==> config.mk <==
export PLATFORM = sky130hd
export DESIGN_NAME = cbr_exec
export DESIGN_NICKNAME = d
export VERILOG_FILES = /design/src/cbr_pkg.sv /design/src/cbr_exec.sv /design/src/cbr_stack.sv
export SDC_FILE = /design/constraint.sdc
export NUM_CORES = 1
export LEC_CHECK = 0
export BUFFER_PORTS_ARGS = -buffer_cell sky130_fd_sc_hd__buf_2
export CAP_MARGIN = 15
export CORE_ASPECT_RATIO = 1.1
export CORE_UTILIZATION = 45
export DETAILED_ROUTE_END_ITERATION = 7
export GPL_ROUTABILITY_DRIVEN = 1
export PLACE_DENSITY_LB_ADDON = 0.12
export SYNTH_ARGS = -nofsm -noshare
export SYNTH_HDL_FRONTEND = slang
export SYNTH_SLANG_ARGS = --single-unit
==> constraint.sdc <==
create_clock -name core_clk -period 4.75 [get_ports core_clk]
set_input_delay 0.95 -clock core_clk [delete_from_list [all_inputs] [get_ports core_clk]]
set_output_delay 0.95 -clock core_clk [all_outputs]
set_load 0.03 [all_outputs]
==> src/cbr_pkg.sv <==
// Purpose: Shared constants for the branch, bit and return execution unit
// Assumes: 14-bit instruction words, 15-bit program counter, 8-bit data
// Notes:   Opcode patterns cover only the instructions this unit executes
package cbr_pkg;

  localparam int unsigned PC_W        = 15;
  localparam int unsigned DATA_W      = 8;
  localparam int unsigned FADDR_W     = 7;
  localparam int unsigned INSTR_W     = 14;
  localparam int unsigned STACK_DEPTH = 16;
  localparam int unsigned SP_W        = 4;

  localparam logic [PC_W-1:0]    PC_RST  = 15'h0000;
  localparam logic [SP_W-1:0]    SP_RST  = 4'hf;
  localparam logic [DATA_W-1:0]  ACC_RST = 8'h00;
  localparam logic               IEN_RST = 1'b0;
  localparam logic               C_RST   = 1'b0;

  // Interrupt control register, global enable bit position
  localparam int unsigned IEN_BIT = 7;

  // Operand fields
  localparam int unsigned F_LSB   = 0;
  localparam int unsigned B_LSB   = 7;
  localparam int unsigned D_BIT   = 7;
  localparam int unsigned K9_LSB  = 0;
  localparam int unsigned K9_W    = 9;
  localparam int unsigned K8_LSB  = 0;

  // Opcode matches: value and mask
  localparam logic [INSTR_W-1:0] OP_CLR_V  = 14'h1000;
  localparam logic [INSTR_W-1:0] OP_SET_V  = 14'h1400;
  localparam logic [INSTR_W-1:0] OP_TSC_V  = 14'h1800;
  localparam logic [INSTR_W-1:0] OP_TSS_V  = 14'h1c00;
  localparam logic [INSTR_W-1:0] OP_BIT_M  = 14'h3c00;
  localparam logic [INSTR_W-1:0] OP_RJL_V  = 14'h3200;
  localparam logic [INSTR_W-1:0] OP_RJL_M  = 14'h3e00;
  localparam logic [INSTR_W-1:0] OP_RJA_V  = 14'h000b;
  localparam logic [INSTR_W-1:0] OP_RET_V  = 14'h0008;
  localparam logic [INSTR_W-1:0] OP_RFI_V  = 14'h0009;
  localparam logic [INSTR_W-1:0] OP_FULL_M = 14'h3fff;
  localparam logic [INSTR_W-1:0] OP_RLW_V  = 14'h3400;
  localparam logic [INSTR_W-1:0] OP_RLW_M  = 14'h3f00;
  localparam logic [INSTR_W-1:0] OP_ROT_V  = 14'h0d00;
  localparam logic [INSTR_W-1:0] OP_ROT_M  = 14'h3f00;

  // Cycle counts
  localparam int unsigned CYC_ONE = 1;
  localparam int unsigned CYC_TWO = 2;

  typedef enum logic [8:0] {
    CBR_OP_NONE = 9'h000,
    CBR_OP_CLR  = 9'h001,
    CBR_OP_SET  = 9'h002,
    CBR_OP_TSC  = 9'h004,
    CBR_OP_TSS  = 9'h008,
    CBR_OP_RJL  = 9'h010,
    CBR_OP_RJA  = 9'h020,
    CBR_OP_RFI  = 9'h040,
    CBR_OP_RET  = 9'h080,
    CBR_OP_RLW  = 9'h100
  } cbr_op_e;

endpackage

==> src/cbr_exec.sv <==
// Purpose: Executes bit ops, bit tests, relative jumps, returns and rotate
// Assumes: One instruction offered per cycle with instr_valid; file data read combinationally
// Notes:   Two-cycle instructions hold instr_ready low for one cycle
//
// Operation
// RULE_01: Bit clear writes zero to bit b of file register f, keeping other bits and flags.
// RULE_02: Bit set writes one to bit b of file register f, keeping other bits and flags.
// RULE_03: Test-skip-when-clear discards the next instruction as a no-op when the bit is zero.
// RULE_04: Test-skip-when-set discards the next instruction as a no-op when the bit is one.
// RULE_05: Literal relative jump loads PC+1+k with k signed 9-bit, in two cycles.
// RULE_06: Accumulator relative jump loads PC+1+accumulator unsigned, in two cycles.
// RULE_07: Return from interrupt pops the stack into PC and sets global enable, in two cycles.
// RULE_08: Return from subroutine pops the stack into PC in two cycles, flags unchanged.
// RULE_09: Return with literal loads the accumulator with k and PC from the stack top, two cycles.
// RULE_10: Rotate left shifts f left through carry in one cycle.
// RULE_11: Rotate destination zero writes the accumulator, one writes the file register.
// RULE_12: Each return pop decrements the stack pointer.
`timescale 1ns/10ps
module cbr_exec
  import cbr_pkg::*;
(
  input  wire logic               core_clk,    // Core clock
  input  wire logic               nrst,        // Sync reset, active low
  input  wire logic               instr_valid, // Fetched word present
  input  wire logic [INSTR_W-1:0] instr,       // Fetched instruction word
  input  wire logic [DATA_W-1:0]  file_rdata,  // Data at the current word's f field, instr[6:0]
  input  wire logic               call_push,   // Push request from call logic
  output logic                    instr_ready, // Ready to take a word this cycle
  output logic      [FADDR_W-1:0] file_addr,   // File register address
  output logic                    file_we,     // File register write strobe
  output logic      [DATA_W-1:0]  file_wdata,  // File register write data
  output logic      [PC_W-1:0]    pc,          // Program counter
  output logic      [DATA_W-1:0]  acc,         // Accumulator
  output logic                    carry,       // Carry flag
  output logic                    global_interrupt_enable // Interrupt control bit
);

  function automatic cbr_op_e decode(input logic [INSTR_W-1:0] w);
    cbr_op_e op;
    op = CBR_OP_NONE;
    if ((w & OP_BIT_M) == OP_CLR_V) op = CBR_OP_CLR;
    else if ((w & OP_BIT_M) == OP_SET_V) op = CBR_OP_SET;
    else if ((w & OP_BIT_M) == OP_TSC_V) op = CBR_OP_TSC;
    else if ((w & OP_BIT_M) == OP_TSS_V) op = CBR_OP_TSS;
    else if ((w & OP_RJL_M) == OP_RJL_V) op = CBR_OP_RJL;
    else if ((w & OP_FULL_M) == OP_RJA_V) op = CBR_OP_RJA;
    else if ((w & OP_FULL_M) == OP_RFI_V) op = CBR_OP_RFI;
    else if ((w & OP_FULL_M) == OP_RET_V) op = CBR_OP_RET;
    else if ((w & OP_RLW_M) == OP_RLW_V) op = CBR_OP_RLW;
    return op;
  endfunction

  // One-hot mask for the selected bit
  function automatic logic [DATA_W-1:0] bit_mask(input logic [2:0] b);
    logic [DATA_W-1:0] m;
    m = '0;
    m[b] = 1'b1;
    return m;
  endfunction

  // Rotate is matched outside the decode table
  function automatic logic is_rotate(input logic [INSTR_W-1:0] w);
    return (w & OP_ROT_M) == OP_ROT_V;
  endfunction

  typedef enum logic [2:0] {
    ST_EXEC = 3'h1,
    ST_SKIP = 3'h2,
    ST_WAIT = 3'h4
  } cbr_state_e;

  cbr_state_e         state_r, state_nxt;
  logic [PC_W-1:0]    pc_r, pc_nxt;
  logic [DATA_W-1:0]  acc_r, acc_nxt;
  logic               c_r, c_nxt;
  logic               ien_r, ien_nxt;
  logic               rdy_r, rdy_nxt;
  logic               we_r, we_nxt;
  logic [DATA_W-1:0]  wd_r, wd_nxt;
  logic [FADDR_W-1:0] fa_r, fa_nxt;
  logic               pop;
  logic               exec_go;
  logic               skip_go;
  logic [PC_W-1:0]    stk_top;
  logic [PC_W-1:0]    pc_inc;
  cbr_op_e            op;
  logic [2:0]         bsel;
  logic [DATA_W-1:0]  rot;
  logic               rot_to_file;

  assign op          = decode(instr);
  assign bsel        = instr[B_LSB +: 3];
  assign pc_inc      = pc_r + 15'h0001;
  assign rot         = {file_rdata[DATA_W-2:0], c_r};
  assign rot_to_file = instr[D_BIT];

  cbr_stack u_stack (
    .core_clk  (core_clk),
    .nrst      (nrst),
    .push      (call_push),
    .push_addr (pc_inc),
    .pop       (pop),
    .top_entry (stk_top)
  );

  // Word accepted for execution
  assign exec_go = (state_r == ST_EXEC) && instr_valid && rdy_r;
  // Word swallowed by a pending skip
  assign skip_go = (state_r == ST_SKIP) && instr_valid;

  // Sequencing state and ready
  always_comb begin
    state_nxt = state_r;
    rdy_nxt   = 1'b1;
    pop       = 1'b0;
    case (state_r)
      ST_EXEC: begin
        // Two-cycle transfers drop ready for one cycle
        if (exec_go) begin
          case (op)
            CBR_OP_TSC: begin
              if (!file_rdata[bsel]) begin
                state_nxt = ST_SKIP; // [RULE_03]
              end
            end
            CBR_OP_TSS: begin
              if (file_rdata[bsel]) begin
                state_nxt = ST_SKIP; // [RULE_04]
              end
            end
            CBR_OP_RJL, CBR_OP_RJA: begin
              state_nxt = ST_WAIT; // [RULE_05] [RULE_06]
              rdy_nxt   = 1'b0;
            end
            CBR_OP_RFI, CBR_OP_RET, CBR_OP_RLW: begin
              pop       = 1'b1; // [RULE_12]
              state_nxt = ST_WAIT; // [RULE_07] [RULE_08] [RULE_09]
              rdy_nxt   = 1'b0;
            end
            default: begin
              state_nxt = ST_EXEC;
            end
          endcase
        end
      end
      ST_SKIP: begin
        // Next word consumed as a no-op
        if (skip_go) begin
          state_nxt = ST_EXEC;
        end
      end
      ST_WAIT: begin
        // Second cycle of a two-cycle transfer of control
        state_nxt = ST_EXEC;
      end
      default: begin
        state_nxt = ST_EXEC;
      end
    endcase
  end

  always_ff @(posedge core_clk) begin
    if (!nrst) begin
      state_r <= ST_EXEC;
      rdy_r   <= 1'b1;
    end else begin
      state_r <= state_nxt;
      rdy_r   <= rdy_nxt;
    end
  end

  // Program counter
  always_comb begin
    pc_nxt = pc_r;
    if (skip_go) begin
      pc_nxt = pc_inc; // [RULE_03] [RULE_04]
    end else if (exec_go) begin
      case (op)
        CBR_OP_RJL: begin
          pc_nxt = pc_inc + PC_W'($signed(instr[K9_LSB +: K9_W])); // [RULE_05]
        end
        CBR_OP_RJA: begin
          pc_nxt = pc_inc + PC_W'(acc_r); // [RULE_06]
        end
        CBR_OP_RFI, CBR_OP_RET, CBR_OP_RLW: begin
          // Stack top is read before the pop lands
          pc_nxt = stk_top; // [RULE_07] [RULE_08] [RULE_09]
        end
        default: begin
          pc_nxt = pc_inc;
        end
      endcase
    end
  end

  always_ff @(posedge core_clk) begin
    if (!nrst) begin
      pc_r <= PC_RST;
    end else begin
      pc_r <= pc_nxt;
    end
  end

  // Accumulator
  always_comb begin
    acc_nxt = acc_r;
    if (exec_go) begin
      if (op == CBR_OP_RLW) begin
        acc_nxt = instr[K8_LSB +: DATA_W]; // [RULE_09]
      end else if (is_rotate(instr) && !rot_to_file) begin
        acc_nxt = rot; // [RULE_11]
      end
    end
  end

  always_ff @(posedge core_clk) begin
    if (!nrst) begin
      acc_r <= ACC_RST;
    end else begin
      acc_r <= acc_nxt;
    end
  end

  // Carry, changed only by the rotate
  always_comb begin
    c_nxt = c_r;
    if (exec_go && is_rotate(instr)) begin
      c_nxt = file_rdata[DATA_W-1]; // [RULE_10]
    end
  end

  always_ff @(posedge core_clk) begin
    if (!nrst) begin
      c_r <= C_RST;
    end else begin
      c_r <= c_nxt;
    end
  end

  // Global interrupt enable, only ever set here
  always_comb begin
    ien_nxt = ien_r;
    if (exec_go && (op == CBR_OP_RFI)) begin
      ien_nxt = 1'b1; // [RULE_07]
    end
  end

  always_ff @(posedge core_clk) begin
    if (!nrst) begin
      ien_r <= IEN_RST;
    end else begin
      ien_r <= ien_nxt;
    end
  end

  // File register write port, one-cycle strobe
  always_comb begin
    we_nxt = 1'b0;
    wd_nxt = wd_r;
    // Address follows the word so the write lands where it was read
    fa_nxt = instr[F_LSB +: FADDR_W];
    if (exec_go) begin
      case (op)
        CBR_OP_CLR: begin
          we_nxt = 1'b1;
          wd_nxt = file_rdata & ~bit_mask(bsel); // [RULE_01]
        end
        CBR_OP_SET: begin
          we_nxt = 1'b1;
          wd_nxt = file_rdata | bit_mask(bsel); // [RULE_02]
        end
        default: begin
          if (is_rotate(instr) && rot_to_file) begin
            we_nxt = 1'b1; // [RULE_11]
            wd_nxt = rot;
          end
        end
      endcase
    end
  end

  always_ff @(posedge core_clk) begin
    if (!nrst) begin
      we_r <= 1'b0;
      wd_r <= ACC_RST;
      fa_r <= 7'h00;
    end else begin
      we_r <= we_nxt;
      wd_r <= wd_nxt;
      fa_r <= fa_nxt;
    end
  end

  assign instr_ready             = rdy_r;
  assign file_addr               = fa_r;
  assign file_we                 = we_r;
  assign file_wdata              = wd_r;
  assign pc                      = pc_r;
  assign acc                     = acc_r;
  assign carry                   = c_r;
  assign global_interrupt_enable = ien_r;

endmodule

==> src/cbr_stack.sv <==
// Purpose: Hardware return stack with push and pop
// Assumes: Push and pop never requested in the same cycle
// Notes:   Top entry visible combinationally at the pointer
`timescale 1ns/10ps
module cbr_stack
  import cbr_pkg::*;
#(
  parameter int unsigned DEPTH = STACK_DEPTH
) (
  input  wire logic            core_clk,  // Core clock
  input  wire logic            nrst,      // Sync reset, active low
  input  wire logic            push,      // Save an address
  input  wire logic [PC_W-1:0] push_addr, // Address to save
  input  wire logic            pop,       // Drop top entry
  output logic      [PC_W-1:0] top_entry  // Stack top entry
);

  logic [PC_W-1:0] mem_r [DEPTH];
  logic [SP_W-1:0] sp_r;
  logic [SP_W-1:0] sp_nxt;
  logic [SP_W-1:0] sp_up;

  assign sp_up     = sp_r + 4'h1;
  assign top_entry = mem_r[sp_r];

  always_comb begin
    sp_nxt = sp_r;
    if (push) begin
      sp_nxt = sp_up;
    end else if (pop) begin
      sp_nxt = sp_r - 4'h1; // [RULE_12]
    end
  end

  always_ff @(posedge core_clk) begin
    if (!nrst) begin
      sp_r <= SP_RST;
    end else begin
      sp_r <= sp_nxt;
    end
  end

  always_ff @(posedge core_clk) begin
    if (push) begin
      mem_r[sp_up] <= push_addr;
    end
  end

endmodule
# Word-level counts from Yosys, hierarchy flattened
# Memories as Yosys holds them, arrays and structs flattened. A register that Yosys moved wholly into a read port is not among the register bits.
# Cells that the tools add are included.
# totals
out_inout_bits	42
input_bits	26
wordCells	105
reg_bits	49
n_memories	1
ramBits	240
# op_classes
muxes	38
n_bitwise	3
n_lt_le_gt_ge	2
eq_ne	25
n_addsub	5
reduce_logical	21
# memory_table
name	words	width	read_ports	rd_ports_with_merged_regs	write_ports	line	source
u_stack.mem_r	16	15	1	1	1	cbr_stack.sv:18	logic [PC_W-1:0] mem_r [DEPTH];
# ops
op	count
$mux W9	9
$pmux W15 S3	1
$eq A14 B4 Y1 const B	3
$mux W15	2
$mux W8	3
$eq A4 B3 Y1 const B	4
$mux W4	4
$pmux W8 S2	1
$add A15 B1 Y15 const B	1
$add A15 B15 Y15	1
$add A15 B8 Y15	1
$mux W3	4
$mux W1	10
$eq A9 B1 Y1 const B	1
$eq A9 B2 Y1 const B	1
$eq A9 B3 Y1 const B	1
$eq A9 B4 Y1 const B	1
$eq A9 B5 Y1 const B	1
$eq A9 B6 Y1 const B	1
$eq A9 B7 Y1 const B	1
$eq A9 B8 Y1 const B	1
$eq A9 B9 Y1 const B	1
$pmux W3 S3	1
$and A8 B8 Y8	1
26 further kinds	39

# Logic depth before layout (Yosys ltp)
# Gate-level depths: netlist of the first run.
# logic_depth
depth_word	19
mapped_depth	15
ltp_nobuf	14

# Hierarchy
# A second synthesis of the first run with hierarchy kept.
# unflattened
hier_cells	875
area_unflattened_um2	12991.2
# modules_own_cells
mod	area_each_um2	cells_per_inst	n_inst
cbr_stack	9532.9	437	1
cbr_exec	3458.3	438	1

# Least setup slack after synthesis of the first run
# OpenSTA, ideal clock, no wires.
# synth_path
path_kind	input to register
start	in instr[13]
end	reg pc_r[11], in the netlist pc[11]
path_slack_ns	0.980
cell_stages	13
t_required_ns	4.670
setup_ns	0.080
arrival_ns	3.691
path_buffers	1
cell_sequence	buf_2 -> nor4_2 -> nand4_2 -> nor2_1 -> a21o_1 -> ha_1 -> a21o_1 -> a21oi_1 -> o21ai_0 -> o31ai_1 -> a21oi_1 -> or4b_1 -> o211ai_1
# synth_via
elab_chain_len	15
word_cells_on_any_way	27
classes_between	eq/ne: 14; mux: 12; reduce/logical: 1
# synth_rtl
item	line	source
from (decl)	cbr_exec.sv:25	input wire logic [INSTR_W-1:0] instr,
$eq A6 B6 Y1	cbr_exec.sv:49	else if ((w & OP_RLW_M) == OP_RLW_V) op = CBR_OP_RLW;
$mux W9	cbr_exec.sv:49	
$mux W9	cbr_exec.sv:48	else if ((w & OP_FULL_M) == OP_RET_V) op = CBR_OP_RET;
$mux W9	cbr_exec.sv:47	else if ((w & OP_FULL_M) == OP_RFI_V) op = CBR_OP_RFI;
$mux W9	cbr_exec.sv:46	else if ((w & OP_FULL_M) == OP_RJA_V) op = CBR_OP_RJA;
$mux W9	cbr_exec.sv:45	else if ((w & OP_RJL_M) == OP_RJL_V) op = CBR_OP_RJL;
$mux W9	cbr_exec.sv:44	else if ((w & OP_BIT_M) == OP_TSS_V) op = CBR_OP_TSS;
$mux W9	cbr_exec.sv:43	else if ((w & OP_BIT_M) == OP_TSC_V) op = CBR_OP_TSC;
$mux W9	cbr_exec.sv:42	else if ((w & OP_BIT_M) == OP_SET_V) op = CBR_OP_SET;
$mux W9 *	cbr_exec.sv:41	if ((w & OP_BIT_M) == OP_CLR_V) op = CBR_OP_CLR;
$eq A9 B9 Y1 (tied with other cells)	cbr_exec.sv:178	case (op)
$reduce_or A3 Y1	-	
$pmux W15 S3 *	cbr_exec.sv:178	
$mux W15 *	cbr_exec.sv:177	end else if (exec_go) begin
$mux W15 *	cbr_exec.sv:175	if (skip_go) begin
to (signal assigned)	cbr_exec.sv:200	pc_r <= pc_nxt;
to (decl)	cbr_exec.sv:73	logic [PC_W-1:0] pc_r, pc_nxt;
# Mark *: on every way between the ends. The rest lies on a longest branch, timed or not. The select of a mux whose other input is x is not followed.
# A chain may end at the register's enable or synchronous reset.

# Worst setup path after layout of the first run
# layout_path
start	in instr[10]
end	reg pc_r[11], in the netlist pc[11]
# Same word-level chain as after synthesis.

==> flow_summary.ini, run 1 <==
[finish]
final_util = 0.524
drive_gt1_frac = 0.237
area_delta_synth_final_pct = 13.7
num-nets-final = 970
num_antenna_cells = 0
final.fill_count = 2341
design_area_sq_um = 14700

[sta]
post-route-period-util = 0.838
worst_clock_skew_ps = 15.4
achievable-frequency_mhz = 251
finalSetupViolations = 0
maxSlewViolCount = 0
setup_total_negative_slack_ps = 0
timing.max_slew.rel_slack = 0.282
post-route-min-period_ps = 3980
tightestPinTransition_ps = 1070
report.final.hold_viol_count = 0
grt_setup_unrepaired = false
worst_hold_slack_ps = 459

[global_route]
grt_start_max_net_pins = 48
grt-ovfl-total = 0
overall_fraction_of_global_route_tracks_in_use = 0.219
number_of_antenna_violations_at_the_first_check_in_global_routing = 0
grt_pass1_vias = 8053
grt_pass1_wl_microns = 48200

[synth]
synthesis.nets = 881
synth_async_sr_flop_share = 0
synth_enable_flop_cells = 240
netlist_top_cells_count = sky130_fd_sc_hd__edfxtp_1, sky130_fd_sc_hd__mux4_2, sky130_fd_sc_hd__nand2_1
syn_area_sq_um = 12900
synthDominantAreaCellType = sky130_fd_sc_hd__edfxtp_1
synth-warning-count = 0
yosys.area.top_type_share = 0.558
synthesis.instances = 835
post_synth.cell_area_avg_sq_um = 15.5
ys_dominant_reg_cell = sky130_fd_sc_hd__edfxtp_1
netlist_top_cells_area = sky130_fd_sc_hd__edfxtp_1, sky130_fd_sc_hd__mux4_2, sky130_fd_sc_hd__dfxtp_1
synthMostInstantiatedCell = sky130_fd_sc_hd__edfxtp_1
synth_seq_cells = 293
post_synth_num_cell_types = 71
synth_sequential_area_ratio = 0.641

[floorplan]
io_pins = 68
coreArea_sq_um = 28000
starting_density = 0.460
die_w_microns = 163
die_area_sq_um = 29400
floorplan.rows = 64
die_y_microns = 180

[critical_path]
setup.worst_path.class = in2reg
r2r-end = pc[12]
worst_setup_path_start_kind = input pin
critPathCaptureType = register
crit_path_max_fanout = 11
reg_to_reg_slack_setup_ps = 1160
critical-path-max-stage-delay_ps = 510
required_ps = 5230
reg2reg_depth = 13
cp_slowest_cell = sky130_fd_sc_hd__nor4b_1
timing.critical_path.arrival_ps = 4460
r2r_start = pc[0]
sequence_of_cells_on_the_critical_path = buf_2 > nor4b_1 > nand4_2 > nor2_1 > a21o_1 > ha_1 > a21o_1 > a21oi_1 > o21ai_0 > o31ai_1 > a21oi_1 > or4b_1 > o211ai_1

[clock_tree]
post_cts_sizing = 0
clock-root-buffer = sky130_fd_sc_hd__clkbuf_16
insertion_delay_ps = 550
clock-sinks = 293
cts.path.max_buffers = 3
cts.repair_timing.setup_buffer_count = 0
ctsHtreeMaxLevel = 1
tritoncts.num_buffers = 30
worst_setup_hold_path_clk_slew_ps = 60
cts_tree = built
post_cts_hold_buffers = 0

[hold_path]
worst_hold_path_type = reg2reg
hold-path-cell-count = 1
min_from = global_interrupt_enable
timing.hold.worst_endpoint = global_interrupt_enable

[power_and_ir_drop]
pwr_density_cell_nw_per_um2 = 415
power.ir.vdd_worst_uv = 293
leak_pwr_nw = 5.34

[route]
detailedRoute.firstPassIterationCount = 5
dr.first_iter.drc_count = 608
antenna_violating_nets_post_route = 0
vias = 7824
wire_per_inst_microns = 24.1
avgViaCountPerCell = 5.98
wirelength_microns = 31500
detail_route.drc_violations = 0

[place]
gp_routability_congestion = 0.882
detailedPlacementHpwl_microns = 20300
postPlaceCellArea_sq_um = 13800
port_buffers = 67

[job]
reported_max_cap_violation_count = 0

[status]
outcome = finished, final reports clean
-- power breakdown --
part,internal [mW],switching (mW),leakage [nW],total [mW]
Clock,1.29,0.935,0.443,2.23
Sequential,2.94,0.0801,2.64,3.02
Combinational,0.340,0.501,2.26,0.841
-- worst max-delay path: cells and delay by family --
| family | cells | cell delay (ps) |
|---|---|---|
| AOI/OAI and AO/OA | 7 | 1360 |
| adders and majority gates | 1 | 300 |
| buffers and inverters | 1 | 170 |
| and+or+nand+nor | 4 | 1680 |
-- state kept, by name (all words and copies together), names as in the netlist, named ones only --
| register | flops |
|---|---|
| file_wdata | 8 |
| state_r | 3 |
| file_addr | 7 |
| instr_ready | 1 |
| carry | 1 |
| global_interrupt_enable | 1 |
| u_stack.sp_r | 4 |
| u_stack.mem_r | 240 |
| file_we | 1 |
| pc | 15 |
| acc | 8 |
-- how the worst max path moves through the flow --
stage / from / endpoint
global route: instr[10] / pc[12]
global placement: instr[10] / pc[11]
detailed placement: instr[10] / pc[11]
finish: instr[10] / pc[11]
CTS: instr[10] / pc[11]
floorplan: instr[13] / pc[11]
-- through the flow --
stage / instances / worst slack, ps / power, mW
after floorplan: 835 / 980 / 3.64
after global placement: 1255 / 464 / 3.89
after detailed placement: 1255 / 328 / 3.92
after CTS: 1309 / 895 / 6.15
after global routing: 1309 / 489 / 6.31
final: 1309 / 771 / 6.09
-- layout make-up --
cell class / count / area [sq um] / share of cell area
Inverter: 14 / 52.6 / 0.00358
Multi-Input combinational cell: 482 / 4360 / 0.297
Timing Repair Buffer: 103 / 618 / 0.0421
Sequential cell: 293 / 8270 / 0.564
Tap cell: 363 / 454 / 0.0309
Clock buffer: 41 / 813 / 0.0554
Clock inverter: 13 / 108 / 0.00733
-- metal layers --
metal  up-vias  routed length [microns]  global-route usage
met5         -                        0                   0
met4         0                      735              0.0574
met3        55                     1360              0.0228
met2       230                    16100               0.379
met1      4052                    13300               0.293
li1       3487                        -                   -
-- kinds of logic (layout without fill, tap and decap cells) --
logic type                 Yosys count  after routing  synth area share
adders and majority gates           20             20            0.0200
buffers and inverters               60            171            0.0214
xor gates and xnor gates            25             25            0.0186
muxes                               92             92             0.144
and+or+nand+nor                    195            195            0.0737
DFF                                293            293             0.641
AOI/OAI and AO/OA                  150            150            0.0815
-- cell usage in the layout (no fill, tap or decap), drive strengths merged, types with 4 or more instances in the layout --
cell and instances:
a21oi 22, buf 103, ha 19, a22oi 4
xor2 7, a32oi 4, nor2b 6, a21o 9
xnor2 17, nand2b 4, nand2 63, or3 4
a221oi 7, and2 8, inv 14, o21a 9
nor3 11, a31oi 4, nor3b 4, mux2i 16
edfxtp 240, o311ai 6, dfxtp 53, clkbuf 41
nor2 52, a21boi 9, mux4 75, o211ai 11
and4 4, o211a 10, o21ai 39, nand4 7
nand3 18, clkinv 10
(Power assumes the default switching activity.)
==> inputs of run 2 (changes only) <==
==> constraint.sdc (replaced) <==
create_clock -name core_clk -period 4.2 [get_ports core_clk]
set_input_delay 0.84 -clock core_clk [delete_from_list [all_inputs] [get_ports core_clk]]
set_output_delay 0.84 -clock core_clk [all_outputs]
set_load 0.03 [all_outputs]
==> run 2 against run 1 <==
Global-route usage rose by 0.15 points; worst hold slack improved by 9.5 ps; non-clock buffer count increased by 11; cell area grew 1.1%; total power rose by 16%; final cell count is 0.99% higher; sequential share of layout area is 0.64 points lower; register-to-register slack worse by 500 ps; sequential cell count is the same; count of clock-buffer cells in the layout is 8 lower.
==> flow_summary.ini, run 2 (synthesis gave the netlist of run 1 again) <==
[route]
avgViaCountPerCell = 5.89
wire_per_inst_microns = 23.9
wirelength_microns = 31600
dr.first_iter.drc_count = 817
vias = 7791
detail_route.drc_violations = 0
detailedRoute.firstPassIterationCount = 5
antenna_violating_nets_post_route = 0

[sta]
finalSetupViolations = 0
post-route-min-period_ps = 3540
post-route-period-util = 0.842
tightestPinTransition_ps = 1020
setup_total_negative_slack_ps = 0
worst_clock_skew_ps = 18.6
timing.max_slew.rel_slack = 0.315
maxSlewViolCount = 0
grt_setup_unrepaired = false
achievable-frequency_mhz = 283
report.final.hold_viol_count = 0

[clock_tree]
post_cts_hold_buffers = 0
clock-sinks = 293
cts_tree = built
insertion_delay_ps = 560
cts.path.max_buffers = 3
post_cts_sizing = 0
tritoncts.num_buffers = 30
ctsHtreeMaxLevel = 1
worst_setup_hold_path_clk_slew_ps = 60
cts.repair_timing.setup_buffer_count = 0
clock-root-buffer = sky130_fd_sc_hd__clkbuf_16

[floorplan]
die_w_microns = 163
die_y_microns = 180
io_pins = 68
starting_density = 0.460
coreArea_sq_um = 28000
die_area_sq_um = 29400
floorplan.rows = 64

[global_route]
number_of_antenna_violations_at_the_first_check_in_global_routing = 0
grt_pass1_wl_microns = 48200
overall_fraction_of_global_route_tracks_in_use = 0.220
grt-ovfl-total = 0
grt_start_max_net_pins = 48
grt_pass1_vias = 8017

[finish]
commonest_cells_after_routing_fill_and_taps_aside = sky130_fd_sc_hd__edfxtp_1, sky130_fd_sc_hd__mux4_2, sky130_fd_sc_hd__buf_2
largest_register_ff_count = 240
drive_gt1_frac = 0.254
num-nets-final = 981
largest_register = u_stack.mem_r
most_common_library_cell_in_the_layout_ignoring_fill_and_taps = sky130_fd_sc_hd__edfxtp_1
area_delta_synth_final_pct = 15.0
final.fill_count = 2343
num_antenna_cells = 0

[hold_path]
min_from = file_wdata[5]
worst_hold_path_type = reg2reg

[critical_path]
timing.critical_path.arrival_ps = 4020
critPathCaptureType = register
crit_start = pc[2]
worst_setup_path_start_kind = register
setup.worst_path.class = reg2reg
crit_path_max_fanout = 9
required_ps = 4690
r2r_start = pc[2]

[status]
outcome = finished, final reports clean

[power_and_ir_drop]
total_power_mw = 7.04
power.ir.vdd_worst_uv = 310
leak_pwr_nw = 5.43
pwr_density_cell_nw_per_um2 = 474

[place]
gp_routability_congestion = 0.945
detailedPlacementHpwl_microns = 20800
port_buffers = 67

[job]
reported_max_cap_violation_count = 0
run 2: cell count changes in the layout (fill, tap and decap cells not counted), sizes merged:
cell,before,now
clkinvlp,1,5
clkinv,10,13
bufinv,2,4
buf,103,114
clkbuf,41,33
inv,14,15
run 2: final timing paths:
kind / slack, ps / cells after the start / endpoint
setup / recovery: 660 / 12 / pc[11]
hold reg to reg: 470 / 2 / file_wdata[5]
hold / removal: 470 / 2 / file_wdata[5]
setup reg to reg: 660 / 12 / pc[11]
run 2: area by class of cell:
class                      instances  area, sq um  area share
sequential                       293         8270       0.557
multi-input combinational        482         4370       0.294
clock buffer                      33          762      0.0513
timing repair buffer             114          701      0.0472
tap                              363          454      0.0306
clock inverter                    23          236      0.0159
inverter                          14         52.6     0.00354
run 2: metal layers:
| metal | global-route usage | wire [microns] | part of all wire | vias up |
|---|---|---|---|---|
| met2 | 0.373 | 16000 | 0.51 | 237 |
| met1 | 0.290 | 13100 | 0.41 | 3993 |
| met3 | 0.0332 | 1630 | 0.052 | 51 |
| met4 | 0.0707 | 893 | 0.028 | 0 |
| met5 | 0 | 0 | 0 | - |
| li1 | - | - | - | 3510 |
run 2: power breakdown:
part	total [mW]	switching, mW	internal (mW)
Combinational	0.944	0.554	0.390
Sequential	3.43	0.103	3.33
Clock	2.66	1.10	1.56
Total	7.04	1.76	5.27
run 2: metrics by stage:
step	instance area [sq um]	hold WS (ps)	utilization	setup WS, ps	instances
2_1_floorplan	12900	546	-	540	835
3_3_place_gp	13800	453	0.494	252	1266
3_5_place_dp	13800	461	0.494	185	1266
4_1_cts	14800	471	0.530	337	1322
5_1_grt	14800	488	0.530	325	1322
6_report	14800	469	0.530	664	1322
run 2: critical path, cell delays in order, from the launching register on:
cell	delay, ps
sky130_fd_sc_hd__dfxtp_1	510
sky130_fd_sc_hd__nand2_1	160
sky130_fd_sc_hd__nor2_1	160
sky130_fd_sc_hd__buf_4	160
sky130_fd_sc_hd__xor2_1	420
sky130_fd_sc_hd__ha_1	390
sky130_fd_sc_hd__a21o_1	200
sky130_fd_sc_hd__a21oi_1	190
sky130_fd_sc_hd__o21ai_0	130
sky130_fd_sc_hd__o31ai_1	410
sky130_fd_sc_hd__a21oi_1	140
sky130_fd_sc_hd__or4b_1	520
sky130_fd_sc_hd__o211ai_1	100
